**src/common/pmev_pkg.sv**
```systemverilog
// Package of constants for the power-management event front end.
package pmev_pkg;

  // Clock rate in kHz and the debounce interval in milliseconds.
  localparam int unsigned CLK_KHZ      = 125000;
  localparam int unsigned DEBOUNCE_MS  = 16;
  localparam int unsigned DEBOUNCE_CYC = CLK_KHZ * DEBOUNCE_MS;

  // Cycles the external request must stay high before its edge detector rearms.
  localparam int unsigned REARM_CYC = 4;

  // Event source indices within the enable, status and acknowledge vectors.
  localparam int unsigned EV_EXT    = 0;
  localparam int unsigned EV_LID    = 1;
  localparam int unsigned EV_POWER_BUTTON_N = 2;
  localparam int unsigned EV_RING   = 3;
  localparam int unsigned EV_ALERT  = 4;
  localparam int unsigned EV_BUSREQ = 5;
  localparam int unsigned EV_NUM    = 6;

  // Routing codes for the bus alert.
  localparam logic [1:0] ALERT_TO_IRQ    = 2'h0;
  localparam logic [1:0] ALERT_TO_MGMT   = 2'h1;
  localparam logic [1:0] ALERT_TO_RESUME = 2'h2;

  // Reset values.
  localparam logic [5:0] EN_RST   = 6'h00;
  localparam logic [5:0] STAT_RST = 6'h00;

endpackage : pmev_pkg

```
**src/logic/pmev_debounce.sv**
```systemverilog
// Debounce filter: output follows input after it has held stable for a full interval.
`timescale 1ns/1ps
module pmev_debounce #(
  parameter int unsigned CYCLES = pmev_pkg::DEBOUNCE_CYC,
  parameter logic        INIT   = 1'b1
) (
  // Clock and reset.
  input  wire logic sys_clk_i,
  input  wire logic nrst_i,
  // Raw and filtered level.
  input  wire logic raw_i,
  output logic      clean_o
);

  localparam int W = $clog2(CYCLES + 1);

  logic [W-1:0] cnt_q;
  logic [W-1:0] cnt_d;
  logic         clean_q;
  logic         clean_d;

  // Any bounce restarts the count, so only a level stable for the whole interval passes.
  always_comb
  begin
    cnt_d   = '0;
    clean_d = clean_q;
    if (raw_i != clean_q)
    begin
      if (cnt_q == W'(CYCLES - 1))
        clean_d = raw_i;
      else
        cnt_d = cnt_q + 1'b1;
    end
  end

  always_ff @(posedge sys_clk_i or negedge nrst_i)
  begin
    if (!nrst_i)
    begin
      cnt_q   <= '0;
      clean_q <= INIT;
    end
    else
    begin
      cnt_q   <= cnt_d;
      clean_q <= clean_d;
    end
  end

  assign clean_o = clean_q;

endmodule : pmev_debounce

```
**src/logic/pmev_edge.sv**
```systemverilog
// Falling-edge detector for the external request with a rearm hold-off.
`timescale 1ns/1ps
module pmev_edge #(
  parameter int unsigned REARM = pmev_pkg::REARM_CYC
) (
  // Clock and reset.
  input  wire logic sys_clk_i,
  input  wire logic nrst_i,
  // Synchronised request level and detected edge.
  input  wire logic req_n_i,
  output logic      fall_o
);

  localparam int W = $clog2(REARM + 1);

  logic [W-1:0] high_q;
  logic [W-1:0] high_d;
  logic         fall_q;
  logic         fall_d;

  // Count high cycles; a low level only counts as an edge once the detector is armed.
  always_comb
  begin
    high_d = high_q;
    fall_d = 1'b0;
    if (req_n_i)
    begin
      if (high_q != W'(REARM))
        high_d = high_q + 1'b1;
    end
    else
    begin
      fall_d = (high_q == W'(REARM));
      high_d = '0;
    end
  end

  always_ff @(posedge sys_clk_i or negedge nrst_i)
  begin
    if (!nrst_i)
    begin
      high_q <= W'(REARM);
      fall_q <= 1'b0;
    end
    else
    begin
      high_q <= high_d;
      fall_q <= fall_d;
    end
  end

  assign fall_o = fall_q;

endmodule : pmev_edge

```
**src/logic/pmev_top.sv**
```systemverilog
// Power-management event front end: event capture, status flags and output drives.
`timescale 1ns/1ps
module pmev_top #(
  parameter int unsigned DEBOUNCE_CYC = pmev_pkg::DEBOUNCE_CYC,
  parameter int unsigned REARM_CYC    = pmev_pkg::REARM_CYC,
  parameter int unsigned NUM_BUSREQ   = 4
) (
  // Clock and resets.
  input  wire logic                       sys_clk_i,
  input  wire logic                       nrst_i,
  input  wire logic                       resume_well_reset_n_i,
  // External management request, open drain.
  input  wire logic                       ext_mgmt_req_n_i,
  output logic                            ext_mgmt_req_n_o,
  output logic                            ext_mgmt_req_n_oe_o,
  input  wire logic                       serirq_mgmt_req_i,
  // Event inputs.
  input  wire logic                       general_input_lid_i,
  input  wire logic                       power_button_n_i,
  input  wire logic                       ring_wake_n_i,
  input  wire logic                       bus_alert_n_i,
  input  wire logic [NUM_BUSREQ-1:0]      bus_master_req_mon_n_i,
  // Control from the configuration side.
  input  wire logic [pmev_pkg::EV_NUM-1:0] event_en_i,
  input  wire logic [pmev_pkg::EV_NUM-1:0] event_ack_i,
  input  wire logic [1:0]                 alert_route_i,
  input  wire logic                       clk_stop_func_en_i,
  input  wire logic                       clk_stop_req_i,
  input  wire logic                       general_output_clkstop_i,
  // Bus clock and data pins.
  input  wire logic                       bus_scl_i,
  input  wire logic                       bus_sda_i,
  output logic                            bus_scl_o,
  output logic                            bus_scl_oe_o,
  output logic                            bus_sda_o,
  output logic                            bus_sda_oe_o,
  // Results.
  output logic                            mgmt_irq_to_cpu_n_o,
  output logic                            alert_irq_o,
  output logic                            resume_event_o,
  output logic [pmev_pkg::EV_NUM-1:0]     event_status_o,
  output logic                            lid_level_o,
  output logic                            power_button_level_o,
  output logic                            ring_level_o,
  output logic                            alert_level_o,
  output logic                            bus_activity_o,
  output logic                            bus_clk_stop_n_o
);

  localparam int unsigned N = pmev_pkg::EV_NUM;

  ////////////////////////////////////////////////////////////////////////////
  // Input synchronisers.

  logic       ext_s1_q;
  logic       ext_s2_q;
  logic [3:0] lvl_s1_q;
  logic [3:0] lvl_s2_q;

  // The request is asynchronous, so it gets two flops before any logic looks at it.
  always_ff @(posedge sys_clk_i or negedge nrst_i)
  begin
    if (!nrst_i)
    begin
      ext_s1_q <= 1'b1;
      ext_s2_q <= 1'b1;
    end
    else
    begin
      ext_s1_q <= ext_mgmt_req_n_i;
      ext_s2_q <= ext_s1_q;
    end
  end

  // Suspend-well inputs are synchronised under the resume-well reset.
  always_ff @(posedge sys_clk_i or negedge resume_well_reset_n_i)
  begin
    if (!resume_well_reset_n_i)
    begin
      lvl_s1_q <= 4'hF;
      lvl_s2_q <= 4'hF;
    end
    else
    begin
      lvl_s1_q <= {bus_alert_n_i, ring_wake_n_i, power_button_n_i, general_input_lid_i};
      lvl_s2_q <= lvl_s1_q;
    end
  end

  ////////////////////////////////////////////////////////////////////////////
  // Edge detection and debounce.

  logic ext_fall;
  logic lid_clean;
  logic pwr_clean;

  pmev_edge #(
    .REARM (REARM_CYC)
  ) u_ext_edge (
    .sys_clk_i (sys_clk_i),
    .nrst_i    (nrst_i),
    .req_n_i   (ext_s2_q),
    .fall_o    (ext_fall)
  );

  pmev_debounce #(
    .CYCLES (DEBOUNCE_CYC),
    .INIT   (1'b1)
  ) u_lid_db (
    .sys_clk_i (sys_clk_i),
    .nrst_i    (resume_well_reset_n_i),
    .raw_i     (lvl_s2_q[0]),
    .clean_o   (lid_clean)
  );

  pmev_debounce #(
    .CYCLES (DEBOUNCE_CYC),
    .INIT   (1'b1)
  ) u_pwr_db (
    .sys_clk_i (sys_clk_i),
    .nrst_i    (resume_well_reset_n_i),
    .raw_i     (lvl_s2_q[1]),
    .clean_o   (pwr_clean)
  );

  ////////////////////////////////////////////////////////////////////////////
  // Event raw pulses and sticky status.

  logic         lid_prev_q;
  logic         pwr_prev_q;
  logic         ring_prev_q;
  logic         alert_prev_q;
  logic         busact_prev_q;
  logic         busact;
  logic [N-1:0] raw_ev;
  logic [N-1:0] stat_q;
  logic [N-1:0] stat_d;

  assign busact = ~&bus_master_req_mon_n_i;

  // Each event is a one-cycle pulse; the lid fires on both edges, the rest on assertion.
  always_comb
  begin
    raw_ev                      = '0;
    raw_ev[pmev_pkg::EV_EXT]    = ext_fall;
    raw_ev[pmev_pkg::EV_LID]    = lid_clean ^ lid_prev_q;
    raw_ev[pmev_pkg::EV_POWER_BUTTON_N] = pwr_prev_q & ~pwr_clean;
    raw_ev[pmev_pkg::EV_RING]   = ring_prev_q & ~lvl_s2_q[2];
    raw_ev[pmev_pkg::EV_ALERT]  = alert_prev_q & ~lvl_s2_q[3];
    raw_ev[pmev_pkg::EV_BUSREQ] = busact & ~busact_prev_q;
  end

  // A set in the same cycle as an acknowledge wins, so no event is lost.
  always_comb
  begin
    stat_d = (stat_q & ~event_ack_i) | (raw_ev & event_en_i);
  end

  always_ff @(posedge sys_clk_i or negedge resume_well_reset_n_i)
  begin
    if (!resume_well_reset_n_i)
    begin
      stat_q        <= pmev_pkg::STAT_RST;
      lid_prev_q    <= 1'b1;
      pwr_prev_q    <= 1'b1;
      ring_prev_q   <= 1'b1;
      alert_prev_q  <= 1'b1;
      busact_prev_q <= 1'b0;
    end
    else
    begin
      stat_q        <= stat_d;
      lid_prev_q    <= lid_clean;
      pwr_prev_q    <= pwr_clean;
      ring_prev_q   <= lvl_s2_q[2];
      alert_prev_q  <= lvl_s2_q[3];
      busact_prev_q <= busact;
    end
  end

  ////////////////////////////////////////////////////////////////////////////
  // Output drives, registered apart from the tied-off pin values.

  logic       mgmt_n_q;
  logic       mgmt_n_d;
  logic       irq_q;
  logic       irq_d;
  logic       res_q;
  logic       res_d;
  logic       drive_q;
  logic       drive_d;
  logic       stop_n_q;
  logic       stop_n_d;
  logic [3:0] lvl_q;
  logic       act_q;
  logic       alert_st;

  assign alert_st = stat_q[pmev_pkg::EV_ALERT];

  // Management line is held low while any routed flag is pending; stored inverted so the pin is a flop.
  always_comb
  begin
    mgmt_n_d = ~(stat_q[pmev_pkg::EV_EXT] | stat_q[pmev_pkg::EV_LID]
             | stat_q[pmev_pkg::EV_POWER_BUTTON_N]
             | (alert_st && alert_route_i == pmev_pkg::ALERT_TO_MGMT));
    irq_d  = alert_st && alert_route_i == pmev_pkg::ALERT_TO_IRQ;
    res_d  = stat_q[pmev_pkg::EV_RING]
           | (alert_st && alert_route_i == pmev_pkg::ALERT_TO_RESUME);
    drive_d  = serirq_mgmt_req_i;
    stop_n_d = clk_stop_func_en_i ? ~clk_stop_req_i : general_output_clkstop_i;
  end

  // The clock-stop request relies on this block's clock staying free-running.
  always_ff @(posedge sys_clk_i or negedge nrst_i)
  begin
    if (!nrst_i)
    begin
      mgmt_n_q <= 1'b1;
      irq_q    <= 1'b0;
      res_q    <= 1'b0;
      drive_q  <= 1'b0;
      stop_n_q <= 1'b1;
      lvl_q    <= 4'hF;
      act_q    <= 1'b0;
    end
    else
    begin
      mgmt_n_q <= mgmt_n_d;
      irq_q    <= irq_d;
      res_q    <= res_d;
      drive_q  <= drive_d;
      stop_n_q <= stop_n_d;
      lvl_q    <= lvl_s2_q;
      act_q    <= busact;
    end
  end

  assign mgmt_irq_to_cpu_n_o  = mgmt_n_q;
  assign alert_irq_o          = irq_q;
  assign resume_event_o       = res_q;
  assign event_status_o       = stat_q;
  assign ext_mgmt_req_n_o     = 1'b0;
  assign ext_mgmt_req_n_oe_o  = drive_q;
  assign bus_clk_stop_n_o     = stop_n_q;
  assign lid_level_o          = lvl_q[0];
  assign power_button_level_o = lvl_q[1];
  assign ring_level_o         = lvl_q[2];
  assign alert_level_o        = lvl_q[3];
  assign bus_activity_o       = act_q;

  // The bus pins are never driven or read here; the controller lives elsewhere.
  assign bus_scl_o    = 1'b0;
  assign bus_scl_oe_o = 1'b0;
  assign bus_sda_o    = 1'b0;
  assign bus_sda_oe_o = 1'b0;

endmodule : pmev_top

```
**config.mk**
```make
export PLATFORM = sky130hd
export DESIGN_NAME = pmev_top
export DESIGN_NICKNAME = d
export VERILOG_FILES = /design/src/common/pmev_pkg.sv /design/src/logic/pmev_debounce.sv /design/src/logic/pmev_edge.sv /design/src/logic/pmev_top.sv
export SDC_FILE = /design/constraint.sdc
export NUM_CORES = 1
export LEC_CHECK = 0
export ABC_AREA = 1
export ABC_CLOCK_PERIOD_IN_PS = 1800
export BUFFER_PORTS_ARGS = -buffer_cell sky130_fd_sc_hd__clkbuf_2
export CORE_UTILIZATION = 50
export CTS_CLUSTER_DIAMETER = 120
export DETAILED_ROUTE_END_ITERATION = 12
export PLACE_DENSITY = 0.71
export SLEW_MARGIN = 0
export SYNTH_ARGS = -nofsm -noshare
export SYNTH_HDL_FRONTEND = slang
export SYNTH_SLANG_ARGS = --single-unit
```
**constraint.sdc**
```tcl
create_clock -name sys_clk_i -period 1.8 [get_ports sys_clk_i]
set_input_delay 0.27 -clock sys_clk_i [delete_from_list [all_inputs] [get_ports sys_clk_i]]
set_output_delay 0.27 -clock sys_clk_i [all_outputs]
set_load 0.03 [all_outputs]
```
==> results.toml <==
[placement]
globalplace.congestion = 0.883
portBuffers = 45
dp_hpwl_um = 5200

[cts]
clock-sinks = 79
clockBufferDepth = 2
clk_transition_reported_paths_ps = 80
htreeDepth = 3
cts_buffers = 9
cts_root_buf = "clkbuf_8"
cts_resized = 0
cts_tree = "done"
clk_latency_ps = 340

[logic_synthesis]
ys_seq_area_share_pct = 54.3
muxShareOfSynthArea_pct = 0
synth_compound_area_share_pct = 4.78
synthSimpleGateAreaFrac_pct = 27.6
netlist_area_um2 = 3690
ys_ff_latch = 79
avgSynthCellArea_um2 = 8.92
synth_adder_area_share_pct = 1.36
yosys_warnings = 0
syn-instance-count = 414
synth_cell_types = 29
synth_edf_count = 0
synth_top_family_by_area = "simple AND/OR/NAND/NOR gates"
synthXorXnorAreaFrac_pct = 5.62
async_flop_share_pct = 100
synth_ff_type = "dfrtp_1"

[sta]
fmax_ghz = 0.664
setup_viol = 0
rsz0062_at_grt = "false"
finalHoldViolations = 0
tns_ps = 0
finalCritPeriodShare_pct = 83.7
skew_ps = 5.93
hold_slack_ps = 29.0
drv_slew = 0
min_period_ps = 1510

[detailed_routing]
drt-total-wl_um = 7250
vias = 2840
wl_per_cell_um = 12.5
antenna_left = 0
drtIter0Drc = 126
viasPerCell = 4.90
drt-pass1-iter-count = 4
drc = 0

[floorplanning]
die_h_um = 88.0
coreArea_um2 = 6980
io_pins = 53
std_cell_rows = 30
dieArea_um2 = 7740
die_x_um = 88.0
start_util_pct = 52.9

[setup_path]
cp_data_required_time_ps = 2030
worstSetupEndpointType = "register"
cp-start-kind = "register"
worstPathMaxFanout = 7
path_class = "register to register"
crit_arrival_ps = 1730

[pwr]
leakagePower_nw = 1.92
vdd_ir_drop_max_v = 0.000412
powerDensity_nw_per_um2 = 814

[global_route]
grt_pass1_wl_um = 12700
gr-total-overflow = 0
antenna_found_initial = 0
grt_max_degree = 64
grt_use_total_pct = 21.7
grt_pass1_vias = 2909

[finish]
final_layout_size_suffix_gt1_share_pct = 24.6
final_cell_mix = "nor2_1 (83), nand2_1 (61), dfrtp_1 (56)"
syn2layout_area_growth_pct = 17.3
fin_nets = 515
antenna_cells = 0
final_common_cell = "nor2_1"

[worst_hold_path]
hp-class = "primary input to register"

[status]
status = "finished, final reports clean"

[run]
max_cap_viol_count = 0
## synthesized netlist by cell type (6+ instances only)
master | count | area share, %
nor2_2 | 9 | 1.5
xnor2_1 | 7 | 1.7
inv_1 | 49 | 5.0
a21oi_1 | 9 | 1.2
dfstp_2 | 23 | 16
nand3_1 | 33 | 4.5
nand2_1 | 61 | 6.2
o21ai_0 | 13 | 1.8
nor2_4 | 7 | 2.1
nand2_2 | 10 | 1.7
dfrtp_1 | 56 | 38
nor2_1 | 83 | 8.4
nand4_1 | 6 | 1.0
xor2_1 | 13 | 3.1
## report_power, final
group          internal [mW]  total [mW]  switching [mW]  leakage, nW
sequential              1.84        1.87          0.0299         1.00
combinational         0.0846       0.242           0.157        0.814
clock                  0.785        1.41           0.627        0.104
total                   2.71        3.53           0.813         1.92
## critical path, cell delays in order (launching register included)
cell     delay, ps
dfrtp_1        390
ha_1           180
nand2_1         80
inv_1           80
nand2_1         80
nor2_2         120
nand3_2        190
nand2_2        200
nor2_1          70
## cells by family after synthesis
family / after synthesis
xor+xnor: 22
simple gates: 221
flops: 79
compound gates: 31
fa+ha+maj: 4
other cells: 1
buf+inv: 56
## flip-flops by register name (all words and copies together) (netlist names), 3 cells and up
register / flops
event_status_o: 6
lvl_q: 4
lvl_s1_q: 4
lvl_s2_q: 4
u_ext_edge.high_q: 3
u_lid_db.cnt_q: 21
u_pwr_db.cnt_q: 21
## metrics by stage
| stage | instances | instance area (um2) | util, % | setup slack [ps] | power (mW) |
|---|---|---|---|---|---|
| final | 580 | 4330 | 62.1 | 293 | 3.53 |
| after floorplan | 418 | 3710 | - | 508 | 2.03 |
| after global routing | 580 | 4330 | 62.1 | 112 | 3.68 |
| after detailed placement | 557 | 4050 | 58.0 | 273 | 2.14 |
| after global placement | 557 | 4050 | 58.0 | 314 | 2.13 |
| after CTS | 580 | 4330 | 62.1 | 259 | 3.58 |
## final cells by class
class                      instances  area, um2
clock buffer                      11        131
timing repair buffer              55        330
multi-input combinational        283       1470
clock inverter                     5       81.3
tap                               96        120
inverter                          51        191
sequential                        79       2010
fill                             608       2650
## final timing paths
path,startpoint,to,slack [ps],depth (start not counted)
setup / recovery,u_pwr_db.cnt_q[0]$_DFF_PN0_,u_pwr_db.cnt_q[10]$_DFF_PN0_,290,8
hold / removal,serirq_mgmt_req_i,ext_mgmt_req_n_oe_o$_DFF_PN0_,30,1
setup reg to reg,u_pwr_db.cnt_q[0]$_DFF_PN0_,u_pwr_db.cnt_q[10]$_DFF_PN0_,290,8
hold reg to reg,lvl_s1_q[3]$_DFF_PN1_,lvl_s2_q[3]$_DFF_PN1_,360,0
max in group asynchronous,resume_well_reset_n_i,lvl_s2_q[1]$_DFF_PN1_,1010,3
min in group asynchronous,nrst_i,ext_mgmt_req_n_oe_o$_DFF_PN0_,380,2
## routing by layer
| metal | routed length (um) | global-route usage (%) | vias up |
|---|---|---|---|
| met3 | 244 | 5.37 | 6 |
| met1 | 3250 | 25.6 | 1369 |
| met4 | 73 | 7.45 | 0 |
| met5 | 0 | 0 | - |
| met2 | 3680 | 38.4 | 50 |
| li1 | - | - | 1415 |
## timing repair
item / 4_1_cts / 5_1_grt
hold endpoints to repair: 61 / 0
buffers inserted: 0 / 0
hold buffers: 7 / 0
(Power assumes the default switching activity.)
